### src/logic/pmwc_pkg.sv
package pmwc_pkg;
	// ==========================================
	// Register map (byte addresses)
	localparam logic [7:0] ADDR_PROG_CLK_SW = 8'h04;
	localparam logic [7:0] ADDR_GATE_CTRL   = 8'h06;
	localparam logic [7:0] ADDR_MODE_STAT   = 8'h10;
	localparam logic [7:0] ADDR_WAKE_EN     = 8'h14;
	// ==========================================
	// Programming clock switch fields
	localparam int PCS_PROG_EN_BIT   = 7;
	localparam int PCS_SER_EN_BIT    = 5;
	localparam int PCS_FLAG_BIT      = 4;
	localparam int PCS_DET_RST_BIT   = 1;
	localparam int PCS_FIX_RST_BIT   = 0;
	localparam logic [7:0] PCS_RESET = 8'h00;
	// ==========================================
	// Gate control fields
	localparam logic [3:0] GATE_KEY   = 4'h5;
	localparam int GATE_CPU_BIT       = 3;
	localparam int GATE_SYS_BIT       = 2;
	localparam int GATE_SRC_BIT       = 1;
	localparam int GATE_FRC_BIT       = 0;
	localparam logic [3:0] GATE_RESET = 4'h0;
	// ==========================================
	// Source clock selection
	localparam logic [1:0] SRC_FAST_RC  = 2'b00;
	localparam logic [1:0] SRC_CRYSTAL  = 2'b01;
	localparam logic [1:0] SRC_SLOW_RC  = 2'b10;
	// ==========================================
	// Wake delays in source clock periods, then GPIO pin and IRQ line counts
	localparam int IDLE_WAKE_CLKS   = 2;
	localparam int SLEEP1_WAKE_CLKS = 8;
	localparam int SLEEP2_RC_CLKS   = 128;
	localparam int SLEEP2_XTAL_CLKS = 16 * 1024;
	localparam int GPIO_PINS        = 18;
	localparam int IRQ_LINES        = 16;
	// ==========================================
	// Power mode states
	typedef enum logic [2:0] {
		PMWC_RUN    = 3'b000,
		PMWC_IDLE1  = 3'b001,
		PMWC_IDLE2  = 3'b010,
		PMWC_SLEEP1 = 3'b011,
		PMWC_SLEEP2 = 3'b100,
		PMWC_WAKE   = 3'b101
	} pmwc_mode_e;
endpackage

### src/logic/pmwc_wake_timer.sv
`timescale 1ns/1ns
module pmwc_wake_timer #(
	parameter int WIDTH = 15
) (
	input  wire logic             aclk,
	input  wire logic             aresetn,
	input  wire logic             start,
	input  wire logic [WIDTH-1:0] count,
	output logic                  done
);
	logic [WIDTH-1:0] remain;
	logic             busy;
	wire              last = busy && (remain == {{(WIDTH-1){1'b0}}, 1'b1});

	always_ff @(posedge aclk) begin
		if (!aresetn) begin
			remain <= '0;
			busy   <= 1'b0;
			done   <= 1'b0;
		end else begin
			done <= last;
			if (start) begin
				remain <= count;
				busy   <= 1'b1;
			end else if (busy) begin
				remain <= remain - 1'b1;
				busy   <= !last;
			end
		end
	end
endmodule

### src/logic/pmwc_top.sv
// Operation
// - CPU gate bit enters Idle 1; only CPU clock stops, widest wake set.
// - System gate bit enters Idle 2; peripheral clock stops, only pin toggle and LVD interrupts wake.
// - Idle modes resume two source clocks after a wake event.
// - Fast RC stop enters Sleep 1 only on fast RC; wake after 8 clocks.
// - Source stop bit enters Sleep 2; RC source wakes after 128 clocks.
// - Sleep 2 on crystal waits 16 times 1024 clocks before resuming.
// - Wake sources allowed per mode follow the fixed mode table.
// - GPIO wake and pin toggle cover only the 18 port pins.
// - External interrupt request lines never wake any mode.
// - Converter wake fires when the selected comparison result toggles.
// - Programming enable plus green or sleep lets programming pin start fast RC.
// - Serial enable lets serial pin activity switch to fast RC.
// - Programming wake sets flag, forces fast RC; clearing enable clears flag.
// - Two read-only bits show raw low supply detection levels.
// - Slow RC system with full-rate crystal watch timer may miss events.
// - Normal 2 uses the crystal to calibrate the fast RC.
// - Gate control writes land only when upper nibble equals the key.
//
// The AXI4-Lite slave port was decided locally.
`timescale 1ns/1ns
module pmwc_top #(
	parameter int XTAL_WAKE_CLKS = pmwc_pkg::SLEEP2_XTAL_CLKS
) (
	input  wire logic        aclk,
	input  wire logic        aresetn,
	input  wire logic [7:0]  s_axi_awaddr,
	input  wire logic        s_axi_awvalid,
	output logic             s_axi_awready,
	input  wire logic [31:0] s_axi_wdata,
	input  wire logic [3:0]  s_axi_wstrb,
	input  wire logic        s_axi_wvalid,
	output logic             s_axi_wready,
	output logic [1:0]       s_axi_bresp,
	output logic             s_axi_bvalid,
	input  wire logic        s_axi_bready,
	input  wire logic [7:0]  s_axi_araddr,
	input  wire logic        s_axi_arvalid,
	output logic             s_axi_arready,
	output logic [31:0]      s_axi_rdata,
	output logic [1:0]       s_axi_rresp,
	output logic             s_axi_rvalid,
	input  wire logic        s_axi_rready,
	input  wire logic [1:0]  source_select,
	input  wire logic        green_mode,
	input  wire logic        normal2_mode,
	input  wire logic        reset_pin,
	input  wire logic [17:0] gpio_pin,
	input  wire logic        pin_toggle_interrupt,
	input  wire logic        lvd_interrupt,
	input  wire logic        spi_interrupt,
	input  wire logic        twi_interrupt,
	input  wire logic        comp_interrupt,
	input  wire logic        etimer_interrupt,
	input  wire logic        conv_interrupt,
	input  wire logic        wtmr_interrupt,
	input  wire logic [15:0] ext_irq,
	input  wire logic        conv_compare,
	input  wire logic        comparator_wake,
	input  wire logic        watch_timer_wake,
	input  wire logic        prog_pin,
	input  wire logic        serial_receive_pin,
	input  wire logic        supply_below_detect,
	input  wire logic        supply_below_fixed,
	output logic             cpu_clk_en,
	output logic             sys_clk_en,
	output logic             source_clk_en,
	output logic             fast_rc_on,
	output logic             force_fast_rc,
	output logic             prog_clk_fast_rc,
	output logic             calibrate_fast_rc
);
	// ==========================================
	// Register state
	logic                   prog_en;
	logic                   ser_en;
	logic                   prog_wake_flag;
	logic [3:0]             gate;
	logic [17:0]            gpio_wake_enable;
	logic                   conv_prev;
	logic                   prog_prev;
	logic                   ser_prev;
	pmwc_pkg::pmwc_mode_e   mode;
	logic                   start_timer;
	logic [14:0]            timer_count;
	logic                   timer_done;
	logic                   aw_held;
	logic                   w_held;
	logic [7:0]             aw_addr;
	logic [31:0]            w_data;
	logic [3:0]             w_strb;

	// ==========================================
	// Wake qualification
	wire sleeping   = mode == pmwc_pkg::PMWC_SLEEP1 || mode == pmwc_pkg::PMWC_SLEEP2;
	// Only the 18 port pins exist, so no other GPIO pin can wake
	wire gpio_wake  = |(gpio_pin & gpio_wake_enable);
	wire conv_wake  = conv_compare ^ conv_prev;
	// Interrupt lines ext_irq are deliberately unused
	wire all_wake   = reset_pin | gpio_wake | pin_toggle_interrupt | lvd_interrupt
	                | conv_wake | comparator_wake | watch_timer_wake;
	wire idle1_wake = spi_interrupt | twi_interrupt | comp_interrupt | etimer_interrupt;
	wire prog_act   = prog_pin ^ prog_prev;
	wire prog_trig  = prog_en && prog_act && (green_mode || sleeping);
	wire wake_ok    = (mode == pmwc_pkg::PMWC_IDLE1 && (all_wake || idle1_wake))
	                || (mode == pmwc_pkg::PMWC_IDLE2 && all_wake)
	                || (sleeping && (all_wake || prog_trig));
	// Converter and watch timer interrupts never wake
	// Wake levels sampled per aclk, so faster watch timer events are lost
	wire unused_irq = conv_interrupt | wtmr_interrupt | (|ext_irq);

	// ==========================================
	// Bus decode
	wire do_write  = aw_held && w_held && !s_axi_bvalid;
	wire gate_hit  = do_write && aw_addr == pmwc_pkg::ADDR_GATE_CTRL && w_strb[0];
	wire key_ok    = w_data[7:4] == pmwc_pkg::GATE_KEY;
	wire gate_wr   = gate_hit && key_ok && mode == pmwc_pkg::PMWC_RUN;
	wire pcs_wr    = do_write && aw_addr == pmwc_pkg::ADDR_PROG_CLK_SW && w_strb[0];
	wire wen_wr    = do_write && aw_addr == pmwc_pkg::ADDR_WAKE_EN;
	wire wr_mapped = aw_addr == pmwc_pkg::ADDR_GATE_CTRL || aw_addr == pmwc_pkg::ADDR_PROG_CLK_SW
	               || aw_addr == pmwc_pkg::ADDR_WAKE_EN || aw_addr == pmwc_pkg::ADDR_MODE_STAT;
	wire [7:0] pcs_val = {prog_en, 1'b0, ser_en, prog_wake_flag, 2'b00,
	                      supply_below_detect, supply_below_fixed};
	wire rd_go     = s_axi_arvalid && s_axi_arready;
	wire [31:0] rd_mux =
		s_axi_araddr == pmwc_pkg::ADDR_PROG_CLK_SW ? {24'h00_0000, pcs_val} :
		s_axi_araddr == pmwc_pkg::ADDR_GATE_CTRL   ? {24'h00_0000, pmwc_pkg::GATE_KEY, gate} :
		s_axi_araddr == pmwc_pkg::ADDR_MODE_STAT   ? {29'h0000_0000, mode} :
		s_axi_araddr == pmwc_pkg::ADDR_WAKE_EN     ? {14'h0000, gpio_wake_enable} : 32'h0000_0000;
	wire rd_mapped = s_axi_araddr == pmwc_pkg::ADDR_PROG_CLK_SW
	               || s_axi_araddr == pmwc_pkg::ADDR_GATE_CTRL
	               || s_axi_araddr == pmwc_pkg::ADDR_MODE_STAT
	               || s_axi_araddr == pmwc_pkg::ADDR_WAKE_EN;

	// ==========================================
	// Mode entry and wake delay selection
	wire fast_src   = source_select == pmwc_pkg::SRC_FAST_RC;
	wire [14:0] sleep2_clks = source_select == pmwc_pkg::SRC_CRYSTAL ? 15'(XTAL_WAKE_CLKS)
	                        : 15'(pmwc_pkg::SLEEP2_RC_CLKS);
	wire [14:0] wake_clks = mode == pmwc_pkg::PMWC_SLEEP1 ? 15'(pmwc_pkg::SLEEP1_WAKE_CLKS)
	                      : mode == pmwc_pkg::PMWC_SLEEP2 ? sleep2_clks
	                      : 15'(pmwc_pkg::IDLE_WAKE_CLKS);
	// Sleep 1 is refused unless fast RC is the source
	wire [3:0] next_gate  = {w_data[3:2], w_data[1], w_data[0] & fast_src};

	always_ff @(posedge aclk) begin
		if (!aresetn) begin
			mode        <= pmwc_pkg::PMWC_RUN;
			gate        <= pmwc_pkg::GATE_RESET;
			start_timer <= 1'b0;
			timer_count <= '0;
		end else begin
			start_timer <= 1'b0;
			unique case (mode)
				pmwc_pkg::PMWC_RUN: begin
					if (gate_wr) begin
						gate <= next_gate;
						// Priority: deepest requested gate wins
						if (next_gate[pmwc_pkg::GATE_SRC_BIT])
							mode <= pmwc_pkg::PMWC_SLEEP2;
						else if (next_gate[pmwc_pkg::GATE_FRC_BIT])
							mode <= pmwc_pkg::PMWC_SLEEP1;
						else if (next_gate[pmwc_pkg::GATE_SYS_BIT])
							mode <= pmwc_pkg::PMWC_IDLE2;
						else if (next_gate[pmwc_pkg::GATE_CPU_BIT])
							mode <= pmwc_pkg::PMWC_IDLE1;
					end
				end
				pmwc_pkg::PMWC_IDLE1, pmwc_pkg::PMWC_IDLE2,
				pmwc_pkg::PMWC_SLEEP1, pmwc_pkg::PMWC_SLEEP2: begin
					if (wake_ok) begin
						start_timer <= 1'b1;
						timer_count <= wake_clks;
						gate        <= pmwc_pkg::GATE_RESET;
						mode        <= pmwc_pkg::PMWC_WAKE;
					end
				end
				pmwc_pkg::PMWC_WAKE: begin
					if (timer_done)
						mode <= pmwc_pkg::PMWC_RUN;
				end
				default: mode <= pmwc_pkg::PMWC_RUN;
			endcase
		end
	end

	pmwc_wake_timer #(
		.WIDTH (15)
	) u_timer (
		.aclk    (aclk),
		.aresetn (aresetn),
		.start   (start_timer),
		.count   (timer_count),
		.done    (timer_done)
	);

	// ==========================================
	// Programming clock switch register
	always_ff @(posedge aclk) begin
		if (!aresetn) begin
			prog_en          <= pmwc_pkg::PCS_RESET[pmwc_pkg::PCS_PROG_EN_BIT];
			ser_en           <= pmwc_pkg::PCS_RESET[pmwc_pkg::PCS_SER_EN_BIT];
			prog_wake_flag   <= pmwc_pkg::PCS_RESET[pmwc_pkg::PCS_FLAG_BIT];
			gpio_wake_enable <= '0;
			conv_prev        <= 1'b0;
			prog_prev        <= 1'b0;
			ser_prev         <= 1'b0;
			force_fast_rc    <= 1'b0;
			prog_clk_fast_rc <= 1'b0;
		end else begin
			conv_prev <= conv_compare;
			prog_prev <= prog_pin;
			ser_prev  <= serial_receive_pin;
			if (pcs_wr) begin
				prog_en <= w_data[pmwc_pkg::PCS_PROG_EN_BIT];
				ser_en  <= w_data[pmwc_pkg::PCS_SER_EN_BIT];
			end
			if (wen_wr)
				gpio_wake_enable <= w_data[17:0];
			// Set wins over clear so a trigger in the write cycle is kept
			if (prog_trig) begin
				prog_wake_flag <= 1'b1;
				force_fast_rc  <= 1'b1;
			end else if (pcs_wr && !w_data[pmwc_pkg::PCS_PROG_EN_BIT]) begin
				prog_wake_flag <= 1'b0;
				force_fast_rc  <= 1'b0;
			end
			if (ser_en && (serial_receive_pin ^ ser_prev))
				prog_clk_fast_rc <= 1'b1;
			else if (pcs_wr && !w_data[pmwc_pkg::PCS_SER_EN_BIT])
				prog_clk_fast_rc <= 1'b0;
		end
	end

	// ==========================================
	// Clock enables
	always_ff @(posedge aclk) begin
		if (!aresetn) begin
			cpu_clk_en        <= 1'b1;
			sys_clk_en        <= 1'b1;
			source_clk_en     <= 1'b1;
			fast_rc_on        <= 1'b1;
			calibrate_fast_rc <= 1'b0;
		end else begin
			// CPU held off through the wake delay as well
			cpu_clk_en    <= mode == pmwc_pkg::PMWC_RUN && !gate_wr;
			sys_clk_en    <= mode == pmwc_pkg::PMWC_RUN || mode == pmwc_pkg::PMWC_IDLE1
			              || mode == pmwc_pkg::PMWC_WAKE;
			source_clk_en <= mode != pmwc_pkg::PMWC_SLEEP2 || prog_trig;
			fast_rc_on    <= (mode != pmwc_pkg::PMWC_SLEEP1 && mode != pmwc_pkg::PMWC_SLEEP2)
			              || prog_trig || force_fast_rc;
			calibrate_fast_rc <= normal2_mode;
		end
	end

	// ==========================================
	// AXI4-Lite slave
	always_ff @(posedge aclk) begin
		if (!aresetn) begin
			aw_held       <= 1'b0;
			w_held        <= 1'b0;
			aw_addr       <= '0;
			w_data        <= '0;
			w_strb        <= '0;
			s_axi_awready <= 1'b0;
			s_axi_wready  <= 1'b0;
			s_axi_bvalid  <= 1'b0;
			s_axi_bresp   <= 2'b00;
			s_axi_arready <= 1'b0;
			s_axi_rvalid  <= 1'b0;
			s_axi_rresp   <= 2'b00;
			s_axi_rdata   <= '0;
		end else begin
			s_axi_awready <= !aw_held && !s_axi_awready && s_axi_awvalid;
			s_axi_wready  <= !w_held && !s_axi_wready && s_axi_wvalid;
			if (s_axi_awvalid && s_axi_awready) begin
				aw_held <= 1'b1;
				aw_addr <= s_axi_awaddr;
			end
			if (s_axi_wvalid && s_axi_wready) begin
				w_held <= 1'b1;
				w_data <= s_axi_wdata;
				w_strb <= s_axi_wstrb;
			end
			if (do_write) begin
				s_axi_bvalid <= 1'b1;
				s_axi_bresp  <= wr_mapped ? 2'b00 : 2'b10;
				aw_held      <= 1'b0;
				w_held       <= 1'b0;
			end else if (s_axi_bready)
				s_axi_bvalid <= 1'b0;
			s_axi_arready <= !s_axi_arready && !s_axi_rvalid && s_axi_arvalid;
			if (rd_go) begin
				s_axi_rvalid <= 1'b1;
				s_axi_rdata  <= rd_mux;
				s_axi_rresp  <= rd_mapped ? 2'b00 : 2'b10;
			end else if (s_axi_rready)
				s_axi_rvalid <= 1'b0;
		end
	end
endmodule

### config.mk
export PLATFORM = sky130hd
export DESIGN_NAME = pmwc_top
export DESIGN_NICKNAME = d
export VERILOG_FILES = /design/src/logic/pmwc_pkg.sv /design/src/logic/pmwc_wake_timer.sv /design/src/logic/pmwc_top.sv
export SDC_FILE = /design/constraint.sdc
export NUM_CORES = 1
export LEC_CHECK = 0
export BUFFER_PORTS_ARGS = -buffer_cell sky130_fd_sc_hd__buf_4
export CAP_MARGIN = 20
export CORE_MARGIN = 1.5
export CORE_UTILIZATION = 40
export DETAILED_ROUTE_END_ITERATION = 10
export PLACE_DENSITY = 0.66
export REMOVE_ABC_BUFFERS = 1
export SYNTH_ARGS = -nofsm -noshare
export SYNTH_HDL_FRONTEND = slang
export SYNTH_SLANG_ARGS = --single-unit
### constraint.sdc
create_clock -name aclk -period 7.7 [get_ports aclk]
set_input_delay 2.31 -clock aclk [delete_from_list [all_inputs] [get_ports aclk]]
set_output_delay 2.31 -clock aclk [all_outputs]
set_load 0.05 [all_outputs]
==> results.sh, run 1 <==
export IMPL_status="finished with violations"
export IMPL_violations="design-rule violations"
export IMPL_clock_skew_ns=0.008161
export IMPL_seq_area_frac_synth_pct=47.18
export IMPL_min_delay_start="s_axi_rdata[5]"
export IMPL_grt_use_total_pct=19.75
export IMPL_cts_sinks=113
export IMPL_hold_buffers=0
export IMPL_htree_levels=4
export IMPL_diodes=0
export IMPL_yosys_area_top_type="dfxtp_1"
export IMPL_p_seq_share_pct=37.4
export IMPL_routed_via_density=5.193
export IMPL_cts_tree="done"
export IMPL_multi_input_area_sq_um=2308
export IMPL_tightestPinTransition_ns=0.8519
export IMPL_rsz0062_at_grt="false"
export IMPL_max_clock_freq_ghz=0.2587
export IMPL_coreArea_sq_um=11560
export IMPL_drtIter0Drc=260
export IMPL_combPwrFrac_pct=22.3
export IMPL_syn_area_sq_um=4795
export IMPL_ys_seq_elements=113
export IMPL_r2r_slack_ns=5.51
export IMPL_critical_path_class="in2reg"
export IMPL_grt_pass1_wl_um=19660
export IMPL_wl_per_cell_um=14.87
export IMPL_post_cts_resized=0
export IMPL_grt_pass1_vias=4086
export IMPL_max_cap_viol_count=0
export IMPL_drv_slew=0
export IMPL_start_util_pct=41.46
export IMPL_arrival_ns=4.19
export IMPL_fp_dieH_um=112.5
export IMPL_p_leak_uw=0.002498
export IMPL_antenna_found_initial=0
export IMPL_crit_fanout=6
export IMPL_critical_path_endpoint="mode[1]"
export IMPL_worstPathCellList="buf_4, a22oi_1, nand4_1, o41a_1, or4_1, a21oi_1"
export IMPL_io_pins=161
export IMPL_cts_root_buf="clkbuf_16"
export IMPL_crit_start="gpio_pin[5]"
export IMPL_hold_violations=0
export IMPL_std_cell_rows=39
export IMPL_port_buffers=109
export IMPL_drc=9
export IMPL_grtUsageMet3_pct=7.829
export IMPL_reg2reg_from="gpio_wake_enable[5]"
export IMPL_top_usage_layer="met2"
export IMPL_cp_end_kind="flip-flop"
export IMPL_timing_rr_end="mode[1]"
export IMPL_synth_top_area_share_pct=47.18
export IMPL_relSlewSlack_pct=43.21
export IMPL_grt_ovfl_total=0
export IMPL_grt_max_degree=83
export IMPL_fin_crit_ns=3.866
export IMPL_startpoint_type="input pin"
export IMPL_post_dp_hpwl_um=8580
export IMPL_syn_avg_cell_area_sq_um=8.670
export IMPL_synth_area_leaders="dfxtp_1 (47%), nand2_1 (6.3%), a21oi_1 (5.4%)"
export IMPL_ys_types=53
export IMPL_async_flop_share_pct=0
export IMPL_preCtsSetupSlack_ns=3.452
export IMPL_fin_nets=769
export IMPL_netlist_instances=553
export IMPL_synth_edf_count=0
export IMPL_grt_util_met1_pct=24.72
export IMPL_finalSetupTns_ns=0
export IMPL_r2r_cells=5
export IMPL_firstDrtPassIters=8
export IMPL_routed_wl_um=12040
export IMPL_num_fill_cells=1089
export IMPL_seq_area_sq_um=2262
export IMPL_max_stage_delay_ns=0.58
export IMPL_synthFlopType="dfxtp_1"
export IMPL_finalSetupViolCount=0
export IMPL_die_area_sq_um=12650
export IMPL_layout_drive_gt1_share_pct=22.49
export IMPL_vias=4206
export IMPL_postCtsSetupBuffers=0
export IMPL_grt_met2_usage_pct=31.70
export IMPL_die_w_um=112.5
export IMPL_switchingPower_uw=569.4
export IMPL_finalWeightedCongestion=0.8486
export IMPL_ys_warn_count=0
export IMPL_internal_power_uw=1276
export IMPL_switching_share_pct=30.86
export IMPL_numCtsBuffers=17
export IMPL_ir_drop_mv=0.1412
export IMPL_hp_class="reg2reg"
export IMPL_worstPathRequired_ns=8.02
export IMPL_postRouteAntennaNets=0
export IMPL_min_period_over_period_pct=50.21
export IMPL_p_clk_share_pct=40.3
export IMPL_clockBufferDepth=2
export IMPL_clk_pin_slew_ns=0.05
export IMPL_cpMaxStageDelayCell="o41a_1"
export IMPL_postLayoutSetupSlackWorst_ns=3.834
export IMPL_area_growth_synth_to_final_pct=29.38
export IMPL_clock_latency_ns=0.41
export IMPL_p_per_area_nw_per_um2=297.5
-- cell usage after synthesis (2+ instances only) --
master and count:
nor3b_1 4, nand4_1 3, or4_1 3, nand2b_1 5
inv_1 10, nand2_1 81, xor2_1 13, buf_4 16
nor4_1 7, nand3_1 18, a211oi_1 5, o21ai_0 11
dfxtp_1 113, and2_1 11, nor2_1 63, a22oi_1 19
and3b_1 2, ha_1 2, clkbuf_1 23, nand4b_1 8
o211ai_1 3, and4b_1 2, mux2i_1 26, a21oi_1 52
xnor2_1 5, o221ai_1 2, or3_1 3, buf_2 3
nor2b_1 5, nor3_1 8, o211a_1 5
-- through the flow --
step / std cells / utilization [%] / hold slack, ns / total power [uW] / cell area, sq um
floorplan: 523 / - / 0.4191 / 990.7 / 4607
global placement: 778 / 48.70 / 0.4345 / 1096 / 5632
detailed placement: 778 / 48.70 / 0.4476 / 1114 / 5632
CTS: 810 / 53.64 / 0.4554 / 1862 / 6203
global route: 810 / 53.64 / 0.4714 / 1945 / 6203
finish: 810 / 53.64 / 0.4532 / 1845 / 6203
-- worst min-delay path by stage --
stage / end / slack [ns] / cells past startpoint
global route: s_axi_awready / 0.47 / 1
detailed placement: s_axi_rdata[5] / 0.45 / 2
finish: s_axi_rdata[5] / 0.45 / 2
global placement: s_axi_arready / 0.43 / 1
CTS: s_axi_rdata[5] / 0.46 / 2
floorplan: s_axi_awready / 0.42 / 1
-- metal layers --
layer	up-vias	share of wire, %
met5	-	0
li1	2106	-
met3	6	7.6
met2	139	47
met4	0	0.68
met1	1955	45
-- cell families (layout without fill, tap and decap cells) --
kind of cell | count (synthesis) | in the layout | synth area share [%]
buffers and inverters | 56 | 155 | 5.950
other | 1 | 16 | 0.07821
and+or+nand+nor | 229 | 229 | 22.94
DFF | 113 | 113 | 47.18
xor gates and xnor gates | 18 | 18 | 3.288
AOI/OAI and AO/OA | 108 | 108 | 14.61
muxes | 26 | 26 | 5.428
adders and majority gates | 2 | 2 | 0.5218
-- power groups by stage --
stage | combinational, uW | clock (uW) | sequential, uW
CTS | 417 | 756 | 690
global route | 462 | 786 | 697
global placement | 398 | 0 | 697
floorplan | 275 | 0 | 716
detailed placement | 412 | 0 | 701
finish | 412 | 743 | 690
-- cells in the final DEF (no fill, tap or decap), types with 7 or more instances in the layout --
| cell | instances |
|---|---|
| o21ai_0 | 11 |
| conb_1 | 16 |
| inv_1 | 10 |
| mux2i_1 | 26 |
| nor4_1 | 7 |
| and2_1 | 11 |
| buf_4 | 112 |
| nor2_1 | 63 |
| a21oi_1 | 52 |
| dfxtp_1 | 113 |
| a22oi_1 | 19 |
| nand3_1 | 18 |
| nor3_1 | 7 |
| xor2_1 | 13 |
| nand2_1 | 81 |
| clkbuf_16 | 17 |
| nand4b_1 | 8 |
-- registers in the layout (all words and copies together) (netlist names), 3 cells and up --
| signal | count |
|---|---|
| aw_addr | 8 |
| gate | 4 |
| gpio_wake_enable | 18 |
| mode | 3 |
| s_axi_rdata | 18 |
| timer_count | 4 |
| u_timer.remain | 15 |
| w_data | 18 |
-- critical path: cells and delay by family --
family	cells	cell delay (ns)
AOI/OAI and AO/OA	3	1.00
and+or+nand+nor	2	0.77
buffers and inverters	1	0.11
-- final cells by class --
cell class	count	area share, %
clock buffer	18	6.918
clock inverter	14	2.299
inverter	11	0.6656
multi-input combinational	399	37.21
sequential	113	36.47
tap	143	2.884
timing repair buffer	112	13.55
(Power assumes the default switching activity.)
==> run 2, diff against run 1 <==
Settings changed: PLACE_DENSITY 0.66 to 0.68.
Clock period 7.7 ns to 3.1 ns, I/O delays scaled along.
==> run 2 against run 1 <==
The run still ends with design-rule violations left; global-route usage increased by 0.36 points; setup slack got worse by 3.2 ns; total power increased to 2.6 times the previous value; first-iteration DRC count increased by 14%; clock power increased to 2.7 times the previous value; via count increased by 0.93%; die area unchanged; clock skew decreased by 0.0024 ns; largest power group unchanged; highest routed layer unchanged.
==> results.sh, run 2 (same netlist as run 1, synthesis figures left out) <==
export IMPL_p_leak_uw=0.002524
export IMPL_p_seq_share_pct=36.2
export IMPL_postCtsSetupBuffers=0
export IMPL_instances_no_fill=813
export IMPL_max_clock_freq_ghz=0.4116
export IMPL_io_pins=161
export IMPL_finalSetupViolCount=0
export IMPL_area_growth_synth_to_final_pct=30.92
export IMPL_violations="design-rule violations"
export IMPL_grt_ovfl_total=0
export IMPL_hold_violations=0
export IMPL_hold_buffers=0
export IMPL_grt_pass1_vias=4141
export IMPL_wl_per_cell_um=15.07
export IMPL_status="finished with violations"
export IMPL_post_cts_resized=0
export IMPL_clk_pin_slew_ns=0.05
export IMPL_multi_input_area_sq_um=2308
export IMPL_seq_area_sq_um=2262
export IMPL_clock_latency_ns=0.41
export IMPL_stdcell_area_sq_um=6277
export IMPL_rsz0062_at_grt="false"
export IMPL_combPwrFrac_pct=22.3
export IMPL_fp_dieH_um=112.5
export IMPL_drtIter0Drc=296
export IMPL_dp_cells=781
export IMPL_die_w_um=112.5
export IMPL_coreArea_sq_um=11560
export IMPL_hp_class="reg2reg"
export IMPL_grt_max_degree=45
export IMPL_cts_tree="done"
export IMPL_diodes=0
export IMPL_min_period_over_period_pct=78.38
export IMPL_htree_levels=4
export IMPL_grt_pass1_wl_um=20190
export IMPL_reg_largest_list="gpio_wake_enable x18, s_axi_rdata x18, w_data x18"
export IMPL_cts_root_buf="clkbuf_16"
export IMPL_antenna_found_initial=0
export IMPL_num_fill_cells=1052
export IMPL_drv_slew=0
export IMPL_cp_end_kind="flip-flop"
export IMPL_p_per_area_nw_per_um2=755.3
export IMPL_cts_sinks=113
export IMPL_ir_drop_mv=0.4722
export IMPL_postRouteAntennaNets=0
export IMPL_crit_fanout=6
export IMPL_layout_drive_gt1_share_pct=22.99
export IMPL_critical_path_class="in2reg"
export IMPL_r2r_slack_ns=0.99
export IMPL_post_dp_hpwl_um=8775
export IMPL_arrival_ns=2.76
export IMPL_place_area_sq_um=5667
export IMPL_startpoint_type="input pin"
export IMPL_clock_skew_ns=0.005765
export IMPL_fin_crit_ns=2.430
export IMPL_std_cell_rows=39
export IMPL_worstPathRequired_ns=3.43
export IMPL_grt_use_total_pct=20.11
export IMPL_fin_nets=772
export IMPL_final_cell_mix="buf_4 (114), dfxtp_1 (113), nand2_1 (81), nor2_1 (63), a21oi_1 (52)"
export IMPL_final_common_cell="buf_4"
export IMPL_firstDrtPassIters=8
export IMPL_switching_share_pct=30.82
export IMPL_start_util_pct=41.46
export IMPL_die_area_sq_um=12650
export IMPL_routed_wl_um=12250
export IMPL_routed_via_density=5.221
export IMPL_finalWeightedCongestion=0.8470
export IMPL_max_cap_viol_count=0
export IMPL_drc=8
export IMPL_switchingPower_uw=1461
export IMPL_finalSetupTns_ns=0
export IMPL_vias=4245
export IMPL_numCtsBuffers=17
export IMPL_clockBufferDepth=2
export IMPL_relSlewSlack_pct=40.93
export IMPL_p_clk_share_pct=41.5
export IMPL_tightestPinTransition_ns=0.8780
export IMPL_port_buffers=109
export IMPL_internal_power_uw=3280
-- run 2: cell types whose count changed in the layout (fill, tap and decap cells not counted), sizes merged --
cell / previous run / this run
clkinv: 9 / 4
buf: 112 / 115
inv: 11 / 14
clkinvlp: 3 / 5
bufinv: 2 / 3
clkbuf: 18 / 17
-- run 2: power groups by stage --
stage | Sequential, uW | Combinational (uW) | Clock, uW
6_report | 1720 | 1060 | 1970
5_1_grt | 1740 | 1170 | 2070
4_1_cts | 1710 | 1050 | 1990
3_5_place_dp | 1740 | 1050 | 0
3_3_place_gp | 1730 | 1000 | 0
2_1_floorplan | 1780 | 683 | 0
-- run 2: critical path, cell delays in order --
cell,delay (ns)
buf_4,0.11
xor2_1,0.13
or4_4,0.46
o41a_1,0.51
or4_1,0.49
a21oi_1,0.13
-- run 2: worst paths after layout --
path,startpoint,end,depth (start not counted)
worst min-delay path,s_axi_rvalid,s_axi_arready,1
worst max register to register,conv_prev,mode[1],5
worst max-delay path,conv_compare,mode[1],6
worst min register to register,s_axi_rvalid,s_axi_arready,1
-- run 2: final cells by class --
cell class,instances,area share (%)
Multi-Input combinational cell,399,36.77
Sequential cell,113,36.04
Timing Repair Buffer,115,13.95
Clock buffer,17,6.777
Clock inverter,15,2.950
Tap cell,143,2.850
Inverter,11,0.6578
-- run 2: through the flow --
step | total power (uW) | utilization [%] | hold WS, ns | setup slack [ns]
after global placement | 2738 | 49.00 | 0.4324 | 0.2822
after global routing | 4979 | 54.28 | 0.4758 | 0.6028
after CTS | 4761 | 54.28 | 0.4518 | 0.6775
final | 4741 | 54.28 | 0.4491 | 0.6702
after floorplan | 2461 | - | 0.4191 | 0.01570
after detailed placement | 2789 | 49.00 | 0.4423 | 0.2634
-- run 2: routing by layer --
| layer | vias up | part of all wire [%] | GRT usage (%) |
|---|---|---|---|
| met5 | - | 0 | 0 |
| met2 | 142 | 48 | 33.17 |
| met4 | 0 | 1.1 | 6.245 |
| li1 | 2115 | - | - |
| met1 | 1977 | 44 | 24.99 |
| met3 | 11 | 7.5 | 6.695 |
==> run 3, diff against run 2 <==
Settings changed: PLACE_DENSITY 0.68 to 0.66.
Clock period 3.1 ns to 2.5 ns, I/O delays scaled along.
==> run 3 against run 2 <==
Setup slack lost 0.31 ns; global-route usage down 0.34 points; critical path type unchanged; sequential cell count unchanged; the run still ends with design-rule violations left; total power increased by 24%; highest routed layer unchanged; final area rose by 0.82%; clock power grew 21%; largest cell class unchanged; die area unchanged.
==> results.sh, run 3 (same netlist as run 1, synthesis figures left out) <==
export IMPL_ir_drop_mv=0.5279
export IMPL_fp_dieH_um=112.5
export IMPL_seq_area_sq_um=2262
export IMPL_numCtsBuffers=17
export IMPL_hold_buffers=0
export IMPL_min_period_over_period_pct=85.54
export IMPL_multi_input_area_sq_um=2308
export IMPL_cts_sinks=113
export IMPL_routed_wl_um=11990
export IMPL_clk_pin_slew_ns=0.06
export IMPL_io_pins=161
export IMPL_antenna_found_initial=0
export IMPL_num_fill_cells=1084
export IMPL_cp_common_cell="buf_4"
export IMPL_grt_ovfl_total=0
export IMPL_post_cts_resized=0
export IMPL_whs_ns=0.4529
export IMPL_postLayoutSetupSlackWorst_ns=0.3614
export IMPL_rsz0062_at_grt="false"
export IMPL_worstPathRequired_ns=2.77
export IMPL_arrival_ns=2.41
export IMPL_final_common_cell="buf_4"
export IMPL_fin_nets=781
export IMPL_max_stage_delay_ns=0.45
export IMPL_htree_levels=4
export IMPL_reg_largest_list="gpio_wake_enable x18, s_axi_rdata x18, w_data x18"
export IMPL_violations="design-rule violations"
export IMPL_die_w_um=112.5
export IMPL_r2r_cells=6
export IMPL_stdcell_area_sq_um=6329
export IMPL_critical_path_class="in2reg"
export IMPL_finalSetupViolCount=0
export IMPL_area_growth_synth_to_final_pct=31.99
export IMPL_grt_use_total_pct=19.77
export IMPL_status="finished with violations"
export IMPL_firstDrtPassIters=10
export IMPL_postRouteAntennaNets=0
export IMPL_drc=9
export IMPL_postCtsSetupBuffers=0
export IMPL_tightestPinTransition_ns=0.7223
export IMPL_diodes=0
export IMPL_cts_tree="done"
export IMPL_grt_pass1_vias=4090
export IMPL_clock_latency_ns=0.41
export IMPL_coreArea_sq_um=11560
export IMPL_wl_per_cell_um=14.58
export IMPL_cpMaxStageDelayCell="or4_4"
export IMPL_preCtsSetupSlack_ns=-0.05972
export IMPL_finalWeightedCongestion=0.8699
export IMPL_cts_root_buf="clkbuf_16"
export IMPL_drv_slew=0
export IMPL_grt_pass1_wl_um=19700
export IMPL_startpoint_type="input pin"
export IMPL_hold_violations=0
export IMPL_std_cell_rows=39
export IMPL_p_per_area_nw_per_um2=928.1
export IMPL_relSlewSlack_pct=51.85
export IMPL_cp_end_kind="flip-flop"
export IMPL_clockBufferDepth=2
export IMPL_max_clock_freq_ghz=0.4676
export IMPL_vias=4192
export IMPL_max_cap_viol_count=0
export IMPL_grt_max_degree=57
export IMPL_p_leak_uw=0.002562
export IMPL_fin_crit_ns=2.139
export IMPL_routed_via_density=5.100
export IMPL_clock_skew_ns=0.01051
export IMPL_place_area_sq_um=5734
export IMPL_die_area_sq_um=12650
export IMPL_drtIter0Drc=299
export IMPL_start_util_pct=41.46
export IMPL_post_dp_hpwl_um=8740
export IMPL_r2r_slack_ns=0.50
export IMPL_layout_drive_gt1_share_pct=24.01
export IMPL_port_buffers=109
export IMPL_crit_fanout=5
export IMPL_worstPathCellList="buf_4, xor2_1, or4_4, o41a_1, buf_4, o21ai_0, a21oi_1"
export IMPL_hp_class="reg2reg"
export IMPL_final_cell_mix="buf_4 (123), dfxtp_1 (113), nand2_1 (81), nor2_1 (63), a21oi_1 (52)"
export IMPL_holdPathStages=2
## run 3: report_power, final
| part | internal, uW | switching [uW] |
|---|---|---|
| clock network | 1500 | 881 |
| registers | 1960 | 165 |
| logic | 593 | 775 |
| total | 4050 | 1820 |
## run 3: layout make-up
| type | count | area share [%] |
|---|---|---|
| Sequential cell | 113 | 35.75 |
| Tap cell | 143 | 2.827 |
| Timing Repair Buffer | 124 | 14.91 |
| Multi-Input combinational cell | 399 | 36.48 |
| Inverter | 11 | 0.6524 |
| Clock buffer | 18 | 6.939 |
| Clock inverter | 14 | 2.452 |
## run 3: metrics by stage
stage               instances  power [uW]  setup TNS [ns]  util [%]
floorplan                 523        3051          -10.52         -
global placement          790        3472        -0.04862     49.58
detailed placement        790        3522         -0.1038     49.58
CTS                       822        5915               0     54.72
global route              822        6174               0     54.72
finish                    822        5874               0     54.72
## run 3: final timing paths
check / from / endpoint
min: aw_addr[0] / aw_addr[0]
max: conv_compare / timer_count[7]
max reg2reg: conv_prev / timer_count[7]
min reg2reg: aw_addr[0] / aw_addr[0]
## run 3: layer usage
layer	global-route usage [%]	vias to the layer above	routed length, um
li1	-	2122	-
met5	0	-	0
met3	6.857	16	763
met4	7.257	0	178
met1	24.94	1942	5442
met2	31.41	112	5600
## run 3: critical path: cells and delay by family
| kind | cells | cell delay (ns) |
|---|---|---|
| xor gates and xnor gates | 1 | 0.13 |
| buffers and inverters | 2 | 0.27 |
| AOI/OAI and AO/OA | 3 | 0.81 |
| and+or+nand+nor | 1 | 0.45 |
